## config.mk

```make
export PLATFORM = sky130hd
export DESIGN_NAME = blepc_top
export DESIGN_NICKNAME = d
export VERILOG_FILES = /design/src/logic/blepc_pkg.sv /design/src/logic/blepc_sync.sv /design/src/logic/blepc_pwm_meas.sv /design/src/logic/blepc_top.sv
export SDC_FILE = /design/constraint.sdc
export NUM_CORES = 2
export LEC_CHECK = 0
export ABC_AREA = 1
export BUFFER_PORTS_ARGS = -buffer_cell sky130_fd_sc_hd__buf_2
export CAP_MARGIN = 20
export CORE_ASPECT_RATIO = 0.7
export CORE_MARGIN = 2
export CORE_UTILIZATION = 55
export DETAILED_ROUTE_END_ITERATION = 6
export PLACE_DENSITY = 0.72
export SYNTH_ARGS = -nofsm -noshare
export SYNTH_HDL_FRONTEND = slang
export SYNTH_SLANG_ARGS = --single-unit
```

## constraint.sdc

```tcl
create_clock -name clk_i -period 188.6 [get_ports clk_i]
set_input_delay 37.72 -clock clk_i [delete_from_list [all_inputs] [get_ports clk_i]]
set_output_delay 37.72 -clock clk_i [all_outputs]
set_load 0.01 [all_outputs]
```

## src/logic/blepc_pkg.sv

```systemverilog
// Package for the backlight enable and PWM-input control block.
// Assumes a single 20 MHz clock; the bench checker and test import it too.
package blepc_pkg;

  // Code widths
  localparam int BLEPC_CODE_W = 11;
  localparam int BLEPC_NSTR = 3;

  // Clock rate
  localparam int BLEPC_CLK_HZ = 20_000_000;
  localparam int BLEPC_CLK_NS = 50;

  // Reset defaults of the stored settings
  localparam logic BLEPC_CHIP_EN_RST = 1'h1;
  localparam logic BLEPC_PWM_EN_RST = 1'h1;
  localparam logic BLEPC_MAP_EXP_RST = 1'h0;
  localparam logic [2:0] BLEPC_STR_EN_RST = 3'h7;
  localparam logic [1:0] BLEPC_MODE_RST = 2'h1;
  localparam logic [1:0] BLEPC_FILT_RST = 2'h0;
  localparam logic [1:0] BLEPC_RATE_RST = 2'h3;
  localparam logic [1:0] BLEPC_HYST_RST = 2'h0;
  localparam logic [10:0] BLEPC_BRT_RST = 11'h000;

  // Brightness source modes
  localparam logic [1:0] BLEPC_MODE_I2C = 2'h0;
  localparam logic [1:0] BLEPC_MODE_PWM = 2'h1;

  // Glitch filter widths in ns (setting 01 taken as 100 ns)
  localparam int BLEPC_FILT0_NS = 15;
  localparam int BLEPC_FILT1_NS = 100;
  localparam int BLEPC_FILT2_NS = 150;
  localparam int BLEPC_FILT3_NS = 200;
  localparam int BLEPC_FILT_W = 3;
  // Least times round up to whole cycles, never below one
  localparam int BLEPC_FILT0_CYC = (BLEPC_FILT0_NS + BLEPC_CLK_NS - 1) / BLEPC_CLK_NS;
  localparam int BLEPC_FILT1_CYC = (BLEPC_FILT1_NS + BLEPC_CLK_NS - 1) / BLEPC_CLK_NS;
  localparam int BLEPC_FILT2_CYC = (BLEPC_FILT2_NS + BLEPC_CLK_NS - 1) / BLEPC_CLK_NS;
  localparam int BLEPC_FILT3_CYC = (BLEPC_FILT3_NS + BLEPC_CLK_NS - 1) / BLEPC_CLK_NS;

  // Sample dividers from the 20 MHz clock: 24 MHz not reachable, so the fastest
  // rate samples every clock; 4 MHz -> 5, 800 kHz -> 25; setting 01 taken as 1 MHz
  localparam int BLEPC_DIV_W = 5;
  localparam int BLEPC_RATE0_HZ = 800_000;
  localparam int BLEPC_RATE1_HZ = 1_000_000;
  localparam int BLEPC_RATE2_HZ = 4_000_000;
  localparam int BLEPC_DIV0 = BLEPC_CLK_HZ / BLEPC_RATE0_HZ;
  localparam int BLEPC_DIV1 = BLEPC_CLK_HZ / BLEPC_RATE1_HZ;
  localparam int BLEPC_DIV2 = BLEPC_CLK_HZ / BLEPC_RATE2_HZ;
  localparam int BLEPC_DIV3 = 1;

  // Shutdown timeout, counted in samples so it scales inversely with rate:
  // 800 kHz * 25 ms = 20000 samples, 20 MHz fastest rate * 1 ms = 20000 samples
  localparam int BLEPC_TMO_US = 25_000;
  localparam int BLEPC_TMO_SAMPLES = BLEPC_RATE0_HZ / 1000 * BLEPC_TMO_US / 1000;
  localparam int BLEPC_PER_W = 16;

  // Start-up delay after the enable pin rises
  localparam int BLEPC_START_US = 3_500;
  localparam int BLEPC_START_CYC = BLEPC_START_US * (BLEPC_CLK_HZ / 1_000_000);

  // Settings written by the host, carried together
  typedef struct packed {
    logic chip_en;
    logic [2:0] str_en;
    logic pwm_en;
    logic map_exp;
    logic [1:0] mode;
    logic [1:0] filt;
    logic [1:0] rate;
    logic [1:0] hyst;
    logic [10:0] brt;
  } blepc_cfg_t;

  localparam blepc_cfg_t BLEPC_CFG_RST = '{
    chip_en: BLEPC_CHIP_EN_RST, str_en: BLEPC_STR_EN_RST, pwm_en: BLEPC_PWM_EN_RST,
    map_exp: BLEPC_MAP_EXP_RST, mode: BLEPC_MODE_RST, filt: BLEPC_FILT_RST,
    rate: BLEPC_RATE_RST, hyst: BLEPC_HYST_RST, brt: BLEPC_BRT_RST};

endpackage

```

## src/logic/blepc_sync.sv

```systemverilog
// Three-stage synchroniser with agreement check for one asynchronous pin.
// Assumes the pin is unrelated to clk_i; reset value is a constant.
`timescale 1ns/1ns
module blepc_sync
  import blepc_pkg::*;
#(
  parameter logic RST_VAL = 1'h0
) (
  // Clock and reset
  input wire logic clk_i,
  input wire logic rst_n_i,
  // Pin and clean level
  input wire logic pin_i,
  output logic level_o
);

  logic [2:0] stage_reg; // Stage 0 is read only by stage 1
  logic level_reg; // Accepted level

  // Shift chain; the level moves only when stages 1 and 2 agree
  always_ff @(posedge clk_i) begin
    if (!rst_n_i) begin
      stage_reg <= {3{RST_VAL}};
      level_reg <= RST_VAL;
    end else begin
      stage_reg <= {stage_reg[1:0], pin_i};
      if (stage_reg[1] == stage_reg[2]) begin
        level_reg <= stage_reg[2];
      end
    end
  end

  assign level_o = level_reg;

endmodule

```

## src/logic/blepc_pwm_meas.sv

```systemverilog
// Sampled PWM duty measurement: glitch filter, period and high counters,
// and conversion of the duty cycle to an 11-bit code.
// Assumes a synchronised PWM level and a one-cycle sample strobe.
`timescale 1ns/1ns
module blepc_pwm_meas
  import blepc_pkg::*;
#(
  parameter int CODE_W = BLEPC_CODE_W,
  parameter int PER_W = BLEPC_PER_W
) (
  // Clock and reset
  input wire logic clk_i,
  input wire logic rst_n_i,
  // Control
  input wire logic run_i,
  input wire logic sample_i,
  input wire logic [BLEPC_FILT_W-1:0] filt_cyc_i,
  input wire logic [1:0] hyst_i,
  input wire logic pwm_i,
  // Result
  output logic [CODE_W-1:0] code_o,
  output logic high_o,
  output logic timeout_o
);

  initial begin
    if (CODE_W < 1 || PER_W < CODE_W) $error("blepc_pwm_meas: bad widths");
  end

  logic filt_reg; // Filtered PWM level
  logic [BLEPC_FILT_W-1:0] stable_reg; // Cycles the raw level differs
  logic [PER_W-1:0] per_reg; // Samples in the running period
  logic [PER_W-1:0] hi_reg; // High samples in the running period
  logic [PER_W-1:0] idle_reg; // Samples since the last edge
  logic [CODE_W-1:0] code_reg;
  logic timeout_reg;
  logic rise_pend_reg; // Rising edge seen between sample strobes
  logic fall_pend_reg; // Falling edge seen between sample strobes

  wire rise = filt_reg == 1'h0 && pwm_i == 1'h1 && stable_reg >= filt_cyc_i;
  wire fall = filt_reg == 1'h1 && pwm_i == 1'h0 && stable_reg >= filt_cyc_i;
  wire edge_take = rise || fall;
  // Edges taken by the filter off a strobe are kept until the next strobe
  wire rise_seen = rise || rise_pend_reg;
  wire fall_seen = fall || fall_pend_reg;
  wire sat = &per_reg;
  // Duty = high / period scaled to CODE_W bits
  wire [PER_W+CODE_W-1:0] scaled = {hi_reg, {CODE_W{1'b0}}} - {{CODE_W{1'b0}}, hi_reg};
  wire [PER_W+CODE_W-1:0] quot = (per_reg == '0) ? '0 : scaled / {{CODE_W{1'b0}}, per_reg};
  wire [CODE_W-1:0] new_code = quot[CODE_W-1:0];
  // Hysteresis: ignore changes of at most 2^hyst - 1 codes, unless the new code is zero
  wire [CODE_W-1:0] diff = (new_code > code_reg) ? new_code - code_reg : code_reg - new_code;
  wire [CODE_W-1:0] hyst_lim = CODE_W'((1 << hyst_i) - 1);
  wire take_code = diff > hyst_lim || new_code == '0;

  // Glitch filter: a change is accepted after filt_cyc_i stable cycles
  always_ff @(posedge clk_i) begin
    if (!rst_n_i || !run_i) begin
      filt_reg <= 1'h0;
      stable_reg <= '0;
    end else if (pwm_i == filt_reg || edge_take) begin
      filt_reg <= edge_take ? pwm_i : filt_reg;
      stable_reg <= '0;
    end else begin
      stable_reg <= stable_reg + BLEPC_FILT_W'(1);
    end
  end

  // Edge memory for slow sample rates; the strobe consumes it
  always_ff @(posedge clk_i) begin
    if (!rst_n_i || !run_i || sample_i) begin
      rise_pend_reg <= 1'h0;
      fall_pend_reg <= 1'h0;
    end else begin
      rise_pend_reg <= rise_pend_reg || rise;
      fall_pend_reg <= fall_pend_reg || fall;
    end
  end

  // Period measurement on the sample strobe, refreshed at each rising edge
  always_ff @(posedge clk_i) begin
    if (!rst_n_i || !run_i) begin
      per_reg <= '0;
      hi_reg <= '0;
      idle_reg <= '0;
      code_reg <= '0;
      timeout_reg <= 1'h0;
    end else if (sample_i) begin
      if (rise_seen) begin
        if (take_code) begin
          code_reg <= new_code;
        end
        per_reg <= PER_W'(1);
        // Filtered level lags one cycle, so the high count starts from zero
        hi_reg <= '0;
        idle_reg <= '0;
        timeout_reg <= 1'h0;
      end else begin
        per_reg <= sat ? per_reg : per_reg + PER_W'(1);
        hi_reg <= (filt_reg && !sat) ? hi_reg + PER_W'(1) : hi_reg;
        idle_reg <= fall_seen ? '0 : (idle_reg == '1 ? idle_reg : idle_reg + PER_W'(1));
        // Static input for a whole timeout: 100 % or 0 % duty
        if (idle_reg >= PER_W'(BLEPC_TMO_SAMPLES)) begin
          timeout_reg <= 1'h1;
          code_reg <= filt_reg ? '1 : '0;
        end
      end
    end
  end

  assign code_o = code_reg;
  assign high_o = filt_reg;
  assign timeout_o = timeout_reg;

endmodule

```

## src/logic/blepc_top.sv

```systemverilog
// Enable, start-up and PWM-input control of a three-string backlight driver.
// Assumes a host-side bus decoder hands in complete register writes and a
// PWM source drives pwm_i; both pins are asynchronous to clk_i.
// Function
// - Enable pin low: disabled, defaults, ignore bus
// - Enable pin high: enabled, writes accepted
// - Each of three sinks separately enabled
// - All three sinks enabled after reset
// - Defaults: chip enable, PWM enabled, linear mapping
// - Default start: watch PWM, convert duty to code
// - Code from I2C, PWM, or their product
// - Full 11-bit PWM resolution at fastest rate
// - Pulse filter sets least accepted pulse width
// - PWM timeout scales inversely with sample rate
// - No strings or zero code: standby, no current
// - Linear: current proportional to code, zero off
`timescale 1ns/1ns
module blepc_top
  import blepc_pkg::*;
#(
  parameter int CODE_W = BLEPC_CODE_W,
  parameter int NSTR = BLEPC_NSTR,
  parameter int START_CYC = BLEPC_START_CYC
) (
  // Clock and reset
  input wire logic clk_i,
  input wire logic rst_n_i,
  // Device pins
  input wire logic hardware_enable_pin_i,
  input wire logic pwm_i,
  // Register writes from the bus decoder
  input wire logic wr_i,
  input wire blepc_cfg_t wr_cfg_i,
  // Status and settings readback
  output blepc_cfg_t cfg_o,
  output logic enabled_o,
  output logic standby_o,
  output logic active_o,
  output logic pwm_timeout_o,
  // Drive to the current sinks
  output logic [NSTR-1:0] sink_en_o,
  output logic [CODE_W-1:0] led_code_o,
  output logic map_exp_o
);

  // Refuse shapes the logic cannot serve
  initial begin
    if (CODE_W != BLEPC_CODE_W) $error("blepc_top: code width must be 11");
    if (NSTR != BLEPC_NSTR) $error("blepc_top: three sinks only");
    if (START_CYC < 1) $error("blepc_top: start delay must be positive");
  end

  typedef enum logic [1:0] {
    BLEPC_OFF,
    BLEPC_START,
    BLEPC_STBY,
    BLEPC_ON
  } blepc_state_t;

  logic en_sync; // Synchronised enable pin
  logic pwm_sync; // Synchronised PWM pin
  blepc_cfg_t cfg_reg; // Stored settings
  blepc_state_t state_reg;
  blepc_state_t state_next;
  logic [$clog2(START_CYC+1)-1:0] start_reg; // Start-up delay count
  logic [BLEPC_DIV_W-1:0] div_reg; // Sample divider
  logic [NSTR-1:0] sink_reg;
  logic [CODE_W-1:0] code_reg;
  logic map_reg;
  logic [CODE_W-1:0] pwm_code;
  logic pwm_timeout;

  // Both pins pass four flops before any use
  blepc_sync #(.RST_VAL(1'h0)) u_sync_en (
    .clk_i(clk_i),
    .rst_n_i(rst_n_i),
    .pin_i(hardware_enable_pin_i),
    .level_o(en_sync)
  );

  blepc_sync #(.RST_VAL(1'h0)) u_sync_pwm (
    .clk_i(clk_i),
    .rst_n_i(rst_n_i),
    .pin_i(pwm_i),
    .level_o(pwm_sync)
  );

  // Settings hold their defaults while the pin is low; writes then dropped
  always_ff @(posedge clk_i) begin
    if (!rst_n_i || !en_sync) begin
      cfg_reg <= BLEPC_CFG_RST;
    end else if (wr_i) begin
      cfg_reg <= wr_cfg_i;
    end
  end

  // Sample rate select; the fastest setting samples every clock
  wire [BLEPC_DIV_W-1:0] div_max =
    (cfg_reg.rate == 2'h0) ? BLEPC_DIV_W'(BLEPC_DIV0 - 1) :
    (cfg_reg.rate == 2'h1) ? BLEPC_DIV_W'(BLEPC_DIV1 - 1) :
    (cfg_reg.rate == 2'h2) ? BLEPC_DIV_W'(BLEPC_DIV2 - 1) :
    BLEPC_DIV_W'(BLEPC_DIV3 - 1);
  wire sample = (div_reg == div_max);

  // Glitch width select for the pulse filter
  wire [BLEPC_FILT_W-1:0] filt_cyc =
    (cfg_reg.filt == 2'h0) ? BLEPC_FILT_W'(BLEPC_FILT0_CYC - 1) :
    (cfg_reg.filt == 2'h1) ? BLEPC_FILT_W'(BLEPC_FILT1_CYC - 1) :
    (cfg_reg.filt == 2'h2) ? BLEPC_FILT_W'(BLEPC_FILT2_CYC - 1) :
    BLEPC_FILT_W'(BLEPC_FILT3_CYC - 1);

  // Sample strobe divider; runs only while enabled to save power
  always_ff @(posedge clk_i) begin
    if (!rst_n_i || !en_sync || sample) begin
      div_reg <= '0;
    end else begin
      div_reg <= div_reg + BLEPC_DIV_W'(1);
    end
  end

  wire meas_run = en_sync && cfg_reg.chip_en && cfg_reg.pwm_en;

  // Duty measurement of the PWM input
  blepc_pwm_meas #(.CODE_W(CODE_W), .PER_W(BLEPC_PER_W)) u_meas (
    .clk_i(clk_i),
    .rst_n_i(rst_n_i),
    .run_i(meas_run),
    .sample_i(sample),
    .filt_cyc_i(filt_cyc),
    .hyst_i(cfg_reg.hyst),
    .pwm_i(pwm_sync),
    .code_o(pwm_code),
    .high_o(),
    .timeout_o(pwm_timeout)
  );

  // Source selection: I2C code, PWM code, or their 11-bit product
  wire [2*CODE_W-1:0] prod = cfg_reg.brt * pwm_code;
  wire [CODE_W-1:0] pwm_eff = cfg_reg.pwm_en ? pwm_code : '0;
  wire [CODE_W-1:0] prod_eff = cfg_reg.pwm_en ? prod[2*CODE_W-1:CODE_W] : '0;
  wire [CODE_W-1:0] code_sel =
    (cfg_reg.mode == BLEPC_MODE_I2C) ? cfg_reg.brt :
    (cfg_reg.mode == BLEPC_MODE_PWM) ? pwm_eff : prod_eff;

  // Standby when no string or zero code
  wire want_on = cfg_reg.chip_en && (|cfg_reg.str_en) && (code_sel != '0);
  wire start_done = (start_reg == '0);

  // Power state: off, start-up wait, standby, on
  always_comb begin
    state_next = state_reg;
    case (state_reg)
      BLEPC_OFF: begin
        if (en_sync) begin
          state_next = BLEPC_START;
        end
      end
      BLEPC_START: begin
        // Delay models the regulator start before current may flow
        if (start_done) begin
          state_next = BLEPC_STBY;
        end
      end
      BLEPC_STBY: begin
        if (want_on) begin
          state_next = BLEPC_ON;
        end
      end
      BLEPC_ON: begin
        if (!want_on) begin
          state_next = BLEPC_STBY;
        end
      end
      default: begin
        state_next = BLEPC_OFF;
      end
    endcase
    if (!en_sync) begin
      state_next = BLEPC_OFF;
    end
  end

  // State and start-up counter
  always_ff @(posedge clk_i) begin
    if (!rst_n_i) begin
      state_reg <= BLEPC_OFF;
      start_reg <= '0;
    end else begin
      state_reg <= state_next;
      if (state_reg == BLEPC_OFF) begin
        start_reg <= $bits(start_reg)'(START_CYC - 1);
      end else if (!start_done) begin
        start_reg <= start_reg - $bits(start_reg)'(1);
      end
    end
  end

  // Sink drive registers; zero code means zero current
  always_ff @(posedge clk_i) begin
    if (!rst_n_i || state_next != BLEPC_ON) begin
      sink_reg <= '0;
      code_reg <= '0;
      map_reg <= BLEPC_MAP_EXP_RST;
    end else begin
      sink_reg <= cfg_reg.str_en;
      code_reg <= code_sel;
      map_reg <= cfg_reg.map_exp;
    end
  end

  assign cfg_o = cfg_reg;
  assign enabled_o = (state_reg != BLEPC_OFF);
  assign standby_o = (state_reg == BLEPC_STBY) || (state_reg == BLEPC_START);
  assign active_o = (state_reg == BLEPC_ON);
  assign pwm_timeout_o = pwm_timeout;
  assign sink_en_o = sink_reg;
  assign led_code_o = code_reg;
  assign map_exp_o = map_reg;

endmodule

```

==> metrics.md <==
| Metric | Value |
|---|---|
| CTS tree | done |
| Synth area leader | ha_1 |
| Tmin final | 78.96 ns |
| Routed wire per std cell | 13.8 um |
| Layout cells sized above 1 | 7.29% |
| Critical R2R Launch | u_meas.hi_reg[3] |
| CP required | 188.93 ns |
| Most numerous cell in the Yosys netlist | nand2_1 |
| Hold path cells | 2 |
| Crit path top cell by count | nand2_1 |
| Final #Nets | 5048 |
| Max stage delay on crit path | 0.65 ns |
| Post-route ant nets | 0 |
| CTS Buf Count | 17 |
| Clock root buffer | clkbuf_16 |
| Synth cell count leaders | nand2_1, inv_1, ha_1 |
| Core area | 50800 um2 |
| Setup crit start kind | register |
| Synth Flop Type | dfxtp_1 |
| Final setup viols | 0 |
| Unrepaired setup endpoints after global routing | false |
| Area contributors post-synth | ha_1, nand2_1, inv_1, dfxtp_1, a21oi_1 |
| Vias | 27600 |
| Unique cell type count in the Yosys netlist | 67 |
| Max clock buf depth | 2 |
| Post-CTS Setup Bufs | 0 |
| Status | completed |
| Setup TNS Final | 0 ns |
| Remaining DRCs | 0 |
| Total congestion overflow | 0 |
| Reg2Reg Setup Slack | 109.64 ns |
| H-tree Lvls | 4 |
| Max-Slew Margin vs Limit | 37.1% |
| Total Routing Usage GR | 26.8% |
| CP delay by family, top | compound AO/OA/AOI/OAI gates |
| Vias in the first global route | 25000 |
| Crit path buffers/inverters | 104 |
| Global-route wire length before repair | 121000 um |
| Worst slack, placed | 110.67 ns |
| Reg clk slew, reported paths | 0.06 ns |
| Clock latency on the worst-skew pair | 0.44 ns |
| Skew final | 0.0104 ns |
| Floorplan row count | 69 |
| ANT cells | 0 |
| Post-synthesis sequential area ratio | 9.77% |
| YS warnings | 0 |
| Crit Path Class | register to register |
| Slew @ Worst Pin | 0.940 ns |
| Die area | 53300 um2 |
| Hold Path Class | register to register |
| Synth Cell Area | 28300 um2 |
| Iteration count of the initial detailed-routing pass | 6 |
| Total routed wirelength | 71500 um |
| Slowest-stage cell, CP | a2111oi_0 |
| Detail Placement HPWL | 57100 um |
| Synth-to-layout area growth | 5.38% |
| Port-buffer cells | 73 |
| Resize count post-CTS | 0 |
| CTS Hold Buffers Added | 0 |
| Max reg flops | 25 |
| Hold wc startpoint | u_sync_en.stage_reg[0] |
| Critical Path AT | 79.29 ns |
| Placer Congestion | 0.972 |
| Setup ws final | 109.64 ns |
| Reg2Reg Depth | 517 |
| Yosys top cell area share | 18.8% |
| Asr flop ratio synth | 0% |
| Drt initial violations | 1958 |
| Maxcap violations | 0 |
| Worst Hold Endpoint | u_sync_en.stage_reg[1] |
| Die width | 275 um |
| Die Y-Extent | 194 um |
| Fin. max-slew vios | 0 |
| Initial antenna violation count | 0 |
| CP max FO | 27 |
| IO Count | 74 |
| Synth Register Bits | 138 |
| Starting density of the core | 55.7% |
| Gate Count Post-Synth | 4485 |
| Worst r2r dst | u_meas.code_o[4] |
| Sink Count | 138 |
| Vias per inst | 5.31 |
| Number of enable flip-flop cells after synthesis | 0 |
| Final period utilization | 41.9% |
| Final hold vios | 0 |
| Pin count of the biggest net entering global routing | 30 |
| Crit. End Element | register |
| Fmax | 12.7 MHz |
| Avg Cell Area, Syn | 6.31 um2 |
-- how the worst max path moves through the flow --
| stage | startpoint | end | slack [ns] | cells after the start |
|---|---|---|---|---|
| after floorplan | u_meas.hi_reg[14] | u_meas.code_o[1] | 119.94 | 545 |
| after global placement | u_meas.hi_reg[14] | u_meas.code_o[10] | 112.91 | 516 |
| after detailed placement | u_meas.hi_reg[3] | u_meas.code_o[9] | 110.67 | 514 |
| after CTS | u_meas.hi_reg[3] | u_meas.code_o[9] | 110.38 | 515 |
| after global routing | u_meas.hi_reg[14] | u_meas.code_o[1] | 99.27 | 522 |
| final | u_meas.hi_reg[3] | u_meas.code_o[4] | 109.64 | 517 |
-- per-layer routing --
metal | vias to the layer above | track usage [%] | part of all wire, %
li1 | 14600 | - | -
met1 | 12200 | 41.3 | 53
met2 | 700 | 39.5 | 40
met3 | 51 | 4.54 | 6.8
met4 | 0 | 3.38 | 0.86
met5 | - | 0 | 0
-- worst register-to-register path, delay by kind of cell, from the launching register on --
family | cells | cell delay, ns
buffers and inverters | 104 | 10.97
xor gates and xnor gates | 2 | 0.48
and+or+nand+nor | 190 | 22.56
AOI/OAI and AO/OA | 191 | 34.46
adders and majority gates | 30 | 9.70
DFF | 1 | 0.57
-- metrics by stage --
step                hold slack (ns)  area (um2)  utilization (%)  std cells
floorplan                     0.390       28300                -       4487
global placement              0.393       29200             57.6       5166
detailed placement            0.397       29200             57.6       5166
CTS                           0.407       29800             58.7       5198
global route                  0.421       29800             58.7       5198
finish                        0.405       29800             58.7       5198
-- layout make-up --
class,instances,area (um2)
tap,674,843
sequential,138,2760
inverter,801,3010
clock buffer,19,443
multi-input combinational,3456,22100
clock inverter,13,131
timing repair buffer,97,546
fill,4971,21000
-- cells by family (layout without fill, tap and decap cells) --
group           count (synthesis)  in the layout  share of synthesized area [%]
simple gates                 1838           1838                           28.8
flops                         138            138                           9.77
mux                             1              1                         0.0354
xor+xnor                      250            250                           7.74
fa+ha+maj                     507            507                           24.6
buf+inv                       893            930                           12.3
compound gates                857            857                           16.8
other cells                     1              3                         0.0133
-- cell usage in the layout, fill, tap and decap left out, types with 17 or more instances in the layout --
| cell type | synthesis | routed |
|---|---|---|
| a211oi_1 | 18 | 18 |
| a21o_1 | 28 | 28 |
| a21oi_1 | 328 | 327 |
| a31oi_1 | 17 | 17 |
| buf_2 | 7 | 73 |
| buf_4 | 12 | 24 |
| clkbuf_16 | 0 | 17 |
| dfxtp_1 | 138 | 138 |
| fa_1 | 81 | 81 |
| ha_1 | 426 | 426 |
| inv_1 | 747 | 747 |
| inv_2 | 43 | 43 |
| nand2_1 | 1065 | 1065 |
| nand2_2 | 39 | 39 |
| nand3_1 | 175 | 175 |
| nand3_2 | 25 | 25 |
| nand4_1 | 54 | 54 |
| nor2_1 | 314 | 314 |
| nor2_2 | 17 | 17 |
| nor3_1 | 44 | 44 |
| nor4_1 | 20 | 20 |
| o21ai_0 | 315 | 315 |
| o21ai_1 | 35 | 35 |
| o21bai_1 | 34 | 34 |
| or2_2 | 26 | 26 |
| xnor2_1 | 95 | 95 |
| xor2_1 | 155 | 155 |
Power is not shown: default switching activity piles up to over one toggle a cycle in this logic, so the estimate is an artifact.
